## config.mk

```make
export PLATFORM = sky130hd
export DESIGN_NAME = ledst_top
export DESIGN_NICKNAME = d
export VERILOG_FILES = /design/src/core/ledst_serial_rx.v /design/src/core/ledst_pwm.v /design/src/core/ledst_top.v
export VERILOG_INCLUDE_DIRS = /design/src /design/src/core
export SDC_FILE = /design/constraint.sdc
export NUM_CORES = 1
export LEC_CHECK = 0
export ABC_AREA = 1
export ABC_CLOCK_PERIOD_IN_PS = 2250
export BUFFER_PORTS_ARGS = -buffer_cell sky130_fd_sc_hd__clkbuf_2
export CAP_MARGIN = 20
export CORE_MARGIN = 1.5
export CORE_UTILIZATION = 55
export DETAILED_ROUTE_END_ITERATION = 6
export MAX_ROUTING_LAYER = met4
export PLACE_DENSITY = 0.76
export SYNTH_ARGS = -nofsm -noshare
export SYNTH_HDL_FRONTEND = slang
export SYNTH_SLANG_ARGS = --single-unit
```

## constraint.sdc

```tcl
create_clock -name clk_sys_i -period 2.25 [get_ports clk_sys_i]
set_clock_uncertainty 0.2 [all_clocks]
set_input_delay 0.1125 -clock clk_sys_i [delete_from_list [all_inputs] [get_ports clk_sys_i]]
set_output_delay 0.1125 -clock clk_sys_i [all_outputs]
set_load 0.02 [all_outputs]
```

## src/core/ledst_map.vh

```
// Constants for the LED startup test and dimming mode block
`ifndef LEDST_MAP_VH
`define LEDST_MAP_VH
`define LEDST_CLK_PERIOD_NS   10
`define LEDST_RESTART_MS      10
`define LEDST_RESTART_CYC     (`LEDST_RESTART_MS * 1000000 / `LEDST_CLK_PERIOD_NS)
`define LEDST_TEST_CYC        100000
`define LEDST_PWM_ON_MIN_NS   8000
`define LEDST_MODE_PWM        2'h0
`define LEDST_MODE_SERIAL     2'h1
`define LEDST_MODE_DC         2'h2
`define LEDST_NCH             6
`define LEDST_FRAME_BITS      32
`define LEDST_DC_PERIOD       1280
`define LEDST_PWM_PERIOD      256
`endif

```

## src/core/ledst_serial_rx.v

```verilog
// Serial dimming frame receiver: shift on clock rise, load on frame end fall
`timescale 1ns/1ps
`include "ledst_map.vh"
module ledst_serial_rx (
  input  wire        clk_sys_i,
  input  wire        sys_rst_i,
  input  wire        enable_i,
  input  wire        sclk_i,
  input  wire        sdata_i,
  input  wire        frame_i,
  output reg  [31:0] duty_word_o,
  output reg         load_o
);
  reg  [31:0] shift_q;
  reg         sclk_q;
  reg         frame_q;
  always @(posedge clk_sys_i) begin
    if (sys_rst_i || !enable_i) begin
      shift_q     <= 32'h0;
      sclk_q      <= 1'b0;
      frame_q     <= 1'b0;
      duty_word_o <= 32'h0;
      load_o      <= 1'b0;
    end else begin
      sclk_q  <= sclk_i;
      frame_q <= frame_i;
      load_o  <= 1'b0;
      if (sclk_i && !sclk_q)
        shift_q <= {shift_q[30:0], sdata_i};
      if (frame_q && !frame_i) begin
        duty_word_o <= shift_q;
        load_o      <= 1'b1;
      end
    end
  end
endmodule

```

## src/core/ledst_pwm.v

```verilog
// Counter-compare PWM generator for one dimming group
`timescale 1ns/1ps
`include "ledst_map.vh"
module ledst_pwm #(
  parameter PERIOD = `LEDST_PWM_PERIOD
) (
  input  wire       clk_sys_i,
  input  wire       sys_rst_i,
  input  wire [7:0] duty_i,
  input  wire [10:0] cnt_i,
  output reg        pwm_o
);
  wire [10:0] thr;
  // Code 1 gives 2/256 and code 2 gives 3/256, matching the serial duty curve
  assign thr = (duty_i == 8'h01) ? 11'h002 : ({3'h0, duty_i} + 11'h001);
  always @(posedge clk_sys_i) begin
    if (sys_rst_i)
      pwm_o <= 1'b0;
    else if (PERIOD == `LEDST_PWM_PERIOD)
      // Code zero must give a dark channel, so it is kept out of the threshold curve
      pwm_o <= (duty_i != 8'h00) && (cnt_i[7:0] < thr[8:0]) ? 1'b1 : 1'b0;
    else
      pwm_o <= ({3'h0, duty_i} * 11'h005 + 11'h005) > cnt_i;
  end
endmodule

```

## src/core/ledst_top.v

```verilog
// LED startup test, channel enable and dimming mode routing
//
// Notes on behaviour
// Test current drawn when rail sense ready
// Test window length is a parameter
// Low drain sense disables channel, leaves loop
// Disabled channels stay off until restart
// Test runs once per startup only
// Enable low 10 ms restarts whole sequence
// After test, healthy channels turn on
// Rail raise request drops at turn-on
// Three dimming modes chosen by strap
// Strap ground selects direct PWM
// Strap open selects serial mode
// Channel pairs share group dimming
// Undriven dimming input means off
// PWM mode inputs active high
// Source keeps pulses at least 8 us
// Source keeps frequency at most 488 Hz
// Strap supply selects DC level mode
// Serial bit taken on clock rise
// Frame end fall loads duty bytes
// Byte order: 01, 23, 4, 5
// Strap sampled once per start
// Channels off until test completes
`timescale 1ns/1ps
`include "ledst_map.vh"
module ledst_top #(
  parameter TEST_CYC    = `LEDST_TEST_CYC,
  parameter RESTART_CYC = `LEDST_RESTART_CYC
) (
  input  wire        clk_sys_i,
  input  wire        sys_rst_i,
  input  wire        chip_enable_i,
  input  wire        rail_ready_i,
  input  wire [5:0]  drain_low_i,
  input  wire [1:0]  mode_strap_i,
  input  wire        dim_group_a_input_i,
  input  wire        dim_group_b_input_i,
  input  wire        dim_ch4_input_i,
  input  wire        dim_ch5_input_i,
  input  wire [7:0]  dc_level_a_i,
  input  wire [7:0]  dc_level_b_i,
  input  wire [7:0]  dc_level_4_i,
  input  wire [7:0]  dc_level_5_i,
  output reg         test_current_o,
  output reg         rail_raise_o,
  output reg  [5:0]  headroom_include_o,
  output reg  [5:0]  ch_on_o,
  output reg  [1:0]  mode_o,
  output reg         run_o
);
  localparam ST_WAIT = 2'h0;
  localparam ST_TEST = 2'h1;
  localparam ST_RUN  = 2'h2;
  localparam ST_OFF  = 2'h3;

  reg  [1:0]  state_q;
  reg  [31:0] cnt_q;
  reg  [5:0]  bad_q;
  reg  [31:0] en_low_q;
  reg  [7:0]  duty_q [0:3];
  reg  [10:0] pcnt_q;
  wire [31:0] rx_word;
  wire        rx_load;
  wire [3:0]  grp_pwm;
  reg  [3:0]  grp;
  wire        restart;
  integer     i;

  // Restart needs enable held low for the full minimum time
  assign restart = (en_low_q >= RESTART_CYC - 1) && !chip_enable_i;

  always @(posedge clk_sys_i) begin
    if (sys_rst_i || chip_enable_i)
      en_low_q <= 32'h0;
    else if (en_low_q < RESTART_CYC)
      en_low_q <= en_low_q + 32'h1;
  end

  always @(posedge clk_sys_i) begin
    if (sys_rst_i || restart) begin
      state_q        <= ST_WAIT;
      cnt_q          <= 32'h0;
      bad_q          <= 6'h0;
      test_current_o <= 1'b0;
      rail_raise_o   <= 1'b1;
      run_o          <= 1'b0;
      mode_o         <= `LEDST_MODE_PWM;
    end else begin
      case (state_q)
        ST_WAIT: begin
          if (rail_ready_i) begin
            state_q        <= ST_TEST;
            test_current_o <= 1'b1;
            cnt_q          <= 32'h0;
            mode_o         <= (mode_strap_i == `LEDST_MODE_SERIAL) ? `LEDST_MODE_SERIAL :
                              (mode_strap_i == `LEDST_MODE_DC) ? `LEDST_MODE_DC : `LEDST_MODE_PWM;
          end
        end
        ST_TEST: begin
          bad_q <= bad_q | drain_low_i;
          if (cnt_q >= TEST_CYC - 1) begin
            state_q        <= ST_RUN;
            test_current_o <= 1'b0;
            rail_raise_o   <= 1'b0;
            run_o          <= 1'b1;
          end else
            cnt_q <= cnt_q + 32'h1;
        end
        ST_RUN: state_q <= ST_RUN;
        default: state_q <= ST_WAIT;
      endcase
    end
  end

  // Shared period counter; DC mode uses the longer update period
  always @(posedge clk_sys_i) begin
    if (sys_rst_i)
      pcnt_q <= 11'h0;
    else if (pcnt_q >= `LEDST_DC_PERIOD - 1)
      pcnt_q <= 11'h0;
    else
      pcnt_q <= pcnt_q + 11'h1;
  end

  ledst_serial_rx u_rx (
    .clk_sys_i   (clk_sys_i),
    .sys_rst_i   (sys_rst_i),
    .enable_i    (run_o && mode_o == `LEDST_MODE_SERIAL),
    .sclk_i      (dim_group_b_input_i),
    .sdata_i     (dim_group_a_input_i),
    .frame_i     (dim_ch4_input_i),
    .duty_word_o (rx_word),
    .load_o      (rx_load)
  );

  always @(posedge clk_sys_i) begin
    if (sys_rst_i || restart) begin
      for (i = 0; i < 4; i = i + 1)
        duty_q[i] <= 8'h0;
    end else if (mode_o == `LEDST_MODE_SERIAL && rx_load) begin
      duty_q[0] <= rx_word[31:24];
      duty_q[1] <= rx_word[23:16];
      duty_q[2] <= rx_word[15:8];
      duty_q[3] <= rx_word[7:0];
    end else if (mode_o == `LEDST_MODE_DC && pcnt_q == 11'h0) begin
      duty_q[0] <= dc_level_a_i;
      duty_q[1] <= dc_level_b_i;
      duty_q[2] <= dc_level_4_i;
      duty_q[3] <= dc_level_5_i;
    end
  end

  genvar g;
  generate
    for (g = 0; g < 4; g = g + 1) begin : g_pwm
      ledst_pwm #(.PERIOD(`LEDST_PWM_PERIOD)) u_pwm (
        .clk_sys_i (clk_sys_i),
        .sys_rst_i (sys_rst_i),
        .duty_i    (duty_q[g]),
        .cnt_i     (pcnt_q),
        .pwm_o     (grp_pwm[g])
      );
    end
  endgenerate

  always @* begin
    // Pull-downs make an open input read low, so off is the default
    if (mode_o == `LEDST_MODE_PWM)
      grp = {dim_ch5_input_i, dim_ch4_input_i, dim_group_b_input_i, dim_group_a_input_i};
    else
      grp = grp_pwm;
  end

  always @(posedge clk_sys_i) begin
    if (sys_rst_i || restart) begin
      ch_on_o            <= 6'h0;
      headroom_include_o <= 6'h0;
    end else if (!run_o) begin
      ch_on_o            <= 6'h0;
      headroom_include_o <= 6'h0;
    end else begin
      headroom_include_o <= ~bad_q;
      ch_on_o <= {grp[3], grp[2], grp[1], grp[1], grp[0], grp[0]} & ~bad_q;
    end
  end
endmodule

```

==> metrics <==
Yosys Warn Count 0; final setup TNS -19.1 ps; FF+latch count, synth 203; CP max stage cell edfxtp_1; area of the multi-input gates ~5000 µm²; Async SR Flop Fraction 0; Place WS -51.9 ps; # rows 48; fill cell count 1338; core area around 17000 µm²; Critical Path Fanout Max 2; measured slew at the worst slew-check pin roughly 480 ps; # placed instances around 1600; r2r worst-path depth 11; Die X roughly 140 µm; PD cells between 600 and 700 nW/µm²; drt drc 0; depth of the CTS H-tree 1; initial antenna violation count 0; fin crit share 1.01; Overflow after GRT 0; status finished, violations left; CTS clk-pin slew, worst paths ~60 ps; FF-to-FF Start duty_q[3][6]; Hold Vio Cnt, Final 0; Crit Reg-Reg Endpoint g_pwm[3].u_pwm.pwm_o; sequential area share after synthesis 0.447; Post-synth top flop dfxtp_1; Yosys top cell area share 0.349; Ant. Diodes 0; count leader, synth nand2_1; Worst path top cell family by delay simple AND/OR/NAND/NOR gates; drt total wl 24900 µm; Net Count, Synth about 1400; cell taking the most area after synthesis dfxtp_1; Worst VDD drop ~0.64 mV; crit-path most repeated cell nor2_1; failing checks setup timing; min setup slack post-route -17.7 ps; Reg2Reg Setup Slack -20 ps; Hold Path Depth 4; vias in the first global route slightly above 8000; layout cells sized above 1 0.165; Final Setup Violations 2; Sequential cell area 4390 µm²; vias per cell approximately 5.3; nets around 1600; Die Y ~140 µm; CP required approximately 2500 ps; max cap viols 0; CP Data Arrival Time between 2000 and 3000 ps; f_max between 0.4 and 0.5 GHz; Hold Startpoint drain_low_i[2]; GP Congestion ~0.9; via count 9128; Num CTS Buffers 22; Commonest cells post-synth nand2_1 (369), dfxtp_1 (171), nor2_1 (168), a21oi_1 (112), inv_1 (112); overall power 8.36 mW; crit path buf inv count 0; Cells after Synth 1309; Area contributors post-synth dfxtp_1 (35%), nand2_1 (14%), edfxtp_1 (9.8%); critical path class flop to flop; synthesis-to-finish area growth 25.1%; # IOs 65; port bufs 64; final instance area roughly 12000 µm²; cells along the critical path nor4_4 -> nand4_1 -> nand3_1 -> ha_1 -> a21oi_2 -> nor2_1 -> a211oi_2 -> nor2_1 -> nor2_1 -> nand2_1 -> nor2_1; root buffer cell clkbuf_16; Pleak ~5.0 nW; Max clock buf depth 3; largest net degree at the start of global routing between 60 and 70; 1st-pass router iterations 6; drt wl/cell ~14 µm; minimum clock period after layout about 2300 ps; Post-Syn Area between 9000 and 10000 µm²; hold crit path type input port to flop; Iter 0 DRT Violations around 510; hold path endpoint bad_q[2]; RSZ-0062 raised after global routing yes; Pins Over Slew Limit 0; Distinct cells, synth 40; Clock Sinks just over 200; DP Area ~11000 µm²; CP startpoint kind flop; post-route insts no fill around 1700; Post-synth EDFFs 32; Tot GR Track Use 0.268; dpl hpwl roughly 16000 µm; first-pass GRT wire length 38800 µm; total die area around 19000 µm²; DRT antenna net count 0; CTS tree yes; Initial Util 0.565; CP max stage delay 500 ps; Crit. End Element flop; Slew headroom 0.678; average cell area after synthesis 7.50 µm²; Clock Latency Late Sink just over 500 ps
report_power, final:
group          switching [mW]  leakage (nW)  total [mW]  internal [mW]
clock                    1.46         0.357        3.54           2.08
combinational           0.547          2.93       0.951          0.404
sequential             0.0928          1.72        3.87           3.78
total                    2.10          5.00        8.36           6.27
how the worst max path moves through the flow:
stage	slack, ps	end	startpoint	cells after the start
floorplan	60	duty_q[0][0]	en_low_q[0]	14
global route	-190	g_pwm[3].u_pwm.pwm_o	duty_q[3][4]	11
detailed placement	-50	g_pwm[0].u_pwm.pwm_o	duty_q[0][5]	11
global placement	-20	duty_q[1][1]	mode_o[1]	7
finish	-20	g_pwm[3].u_pwm.pwm_o	duty_q[3][6]	11
CTS	10	g_pwm[0].u_pwm.pwm_o	duty_q[0][5]	11
layout make-up:
| class | instances | share of cell area |
|---|---|---|
| Timing Repair inverter | 1 | 0.000713 |
| Clock buffer | 31 | 0.0543 |
| Multi-Input combinational cell | 941 | 0.405 |
| Clock inverter | 9 | 0.00459 |
| Tap cell | 225 | 0.0229 |
| Timing Repair Buffer | 191 | 0.117 |
| Inverter | 119 | 0.0376 |
| Sequential cell | 203 | 0.357 |
cell usage in the layout (no fill, tap or decap), types with 24 or more instances in the layout:
master         count
dlygate4sd3_1     50
xor2_1            34
buf_4             73
a21oi_1          109
nand2_1          367
ha_1              40
inv_1            106
nand4_1           42
clkbuf_16         24
dfxtp_1          168
nor2_1           162
edfxtp_1          32
clkbuf_2          64
nand3_1           49
sequential cells by signal, indices dropped and copies added, names as in the netlist:
register            flops
bad_q                   6
ch_on_o                 6
cnt_q                  32
duty_q                 32
en_low_q               32
g_pwm.u_pwm.pwm_o       4
headroom_include_o      6
mode_o                  2
pcnt_q                 11
rail_raise_o            1
run_o                   1
state_q                 2
test_current_o          1
u_rx.duty_word_o       32
u_rx.frame_q            1
u_rx.load_o             1
u_rx.sclk_q             1
u_rx.shift_q           32
repair_timing:
| action | CTS | global route |
|---|---|---|
| setup buffers | 0 | 8 |
| hold endpoints to repair | 66 | 0 |
| gates cloned | 0 | 1 |
| endpoints found under the setup margin | 3 | 81 |
| hold buffers | 50 | 0 |
| resized for setup | 7 | 52 |
| pin swaps | 0 | 16 |
metal layers:
layer | track usage | part of all wire
met3 | 0.0344 | 0.052
met1 | 0.316 | 0.41
met4 | 0.106 | 0.039
met2 | 0.463 | 0.50
met5 | - | 0
through the flow:
stage,hold slack [ps],util
final,199,0.707
after floorplan,60.6,-
after global routing,213,0.707
after global placement,163,0.619
after CTS,189,0.692
after detailed placement,167,0.619
logic make-up after synthesis:
family / count (synthesis) / share of synthesized area
and+or+nand+nor: 701 / 0.305
AOI/OAI and AO/OA: 153 / 0.0845
xor gates and xnor gates: 40 / 0.0357
buffers and inverters: 165 / 0.0685
DFF: 203 / 0.447
adders and majority gates: 46 / 0.0586
muxes: 1 / 0.00115
worst min-delay path: stages:
cell           delay (ps)
dlygate4sd3_1         520
clkbuf_2               90
a21oi_1                50
nor2_1                 80
Note: power is estimated with default switching activity, not from simulation.
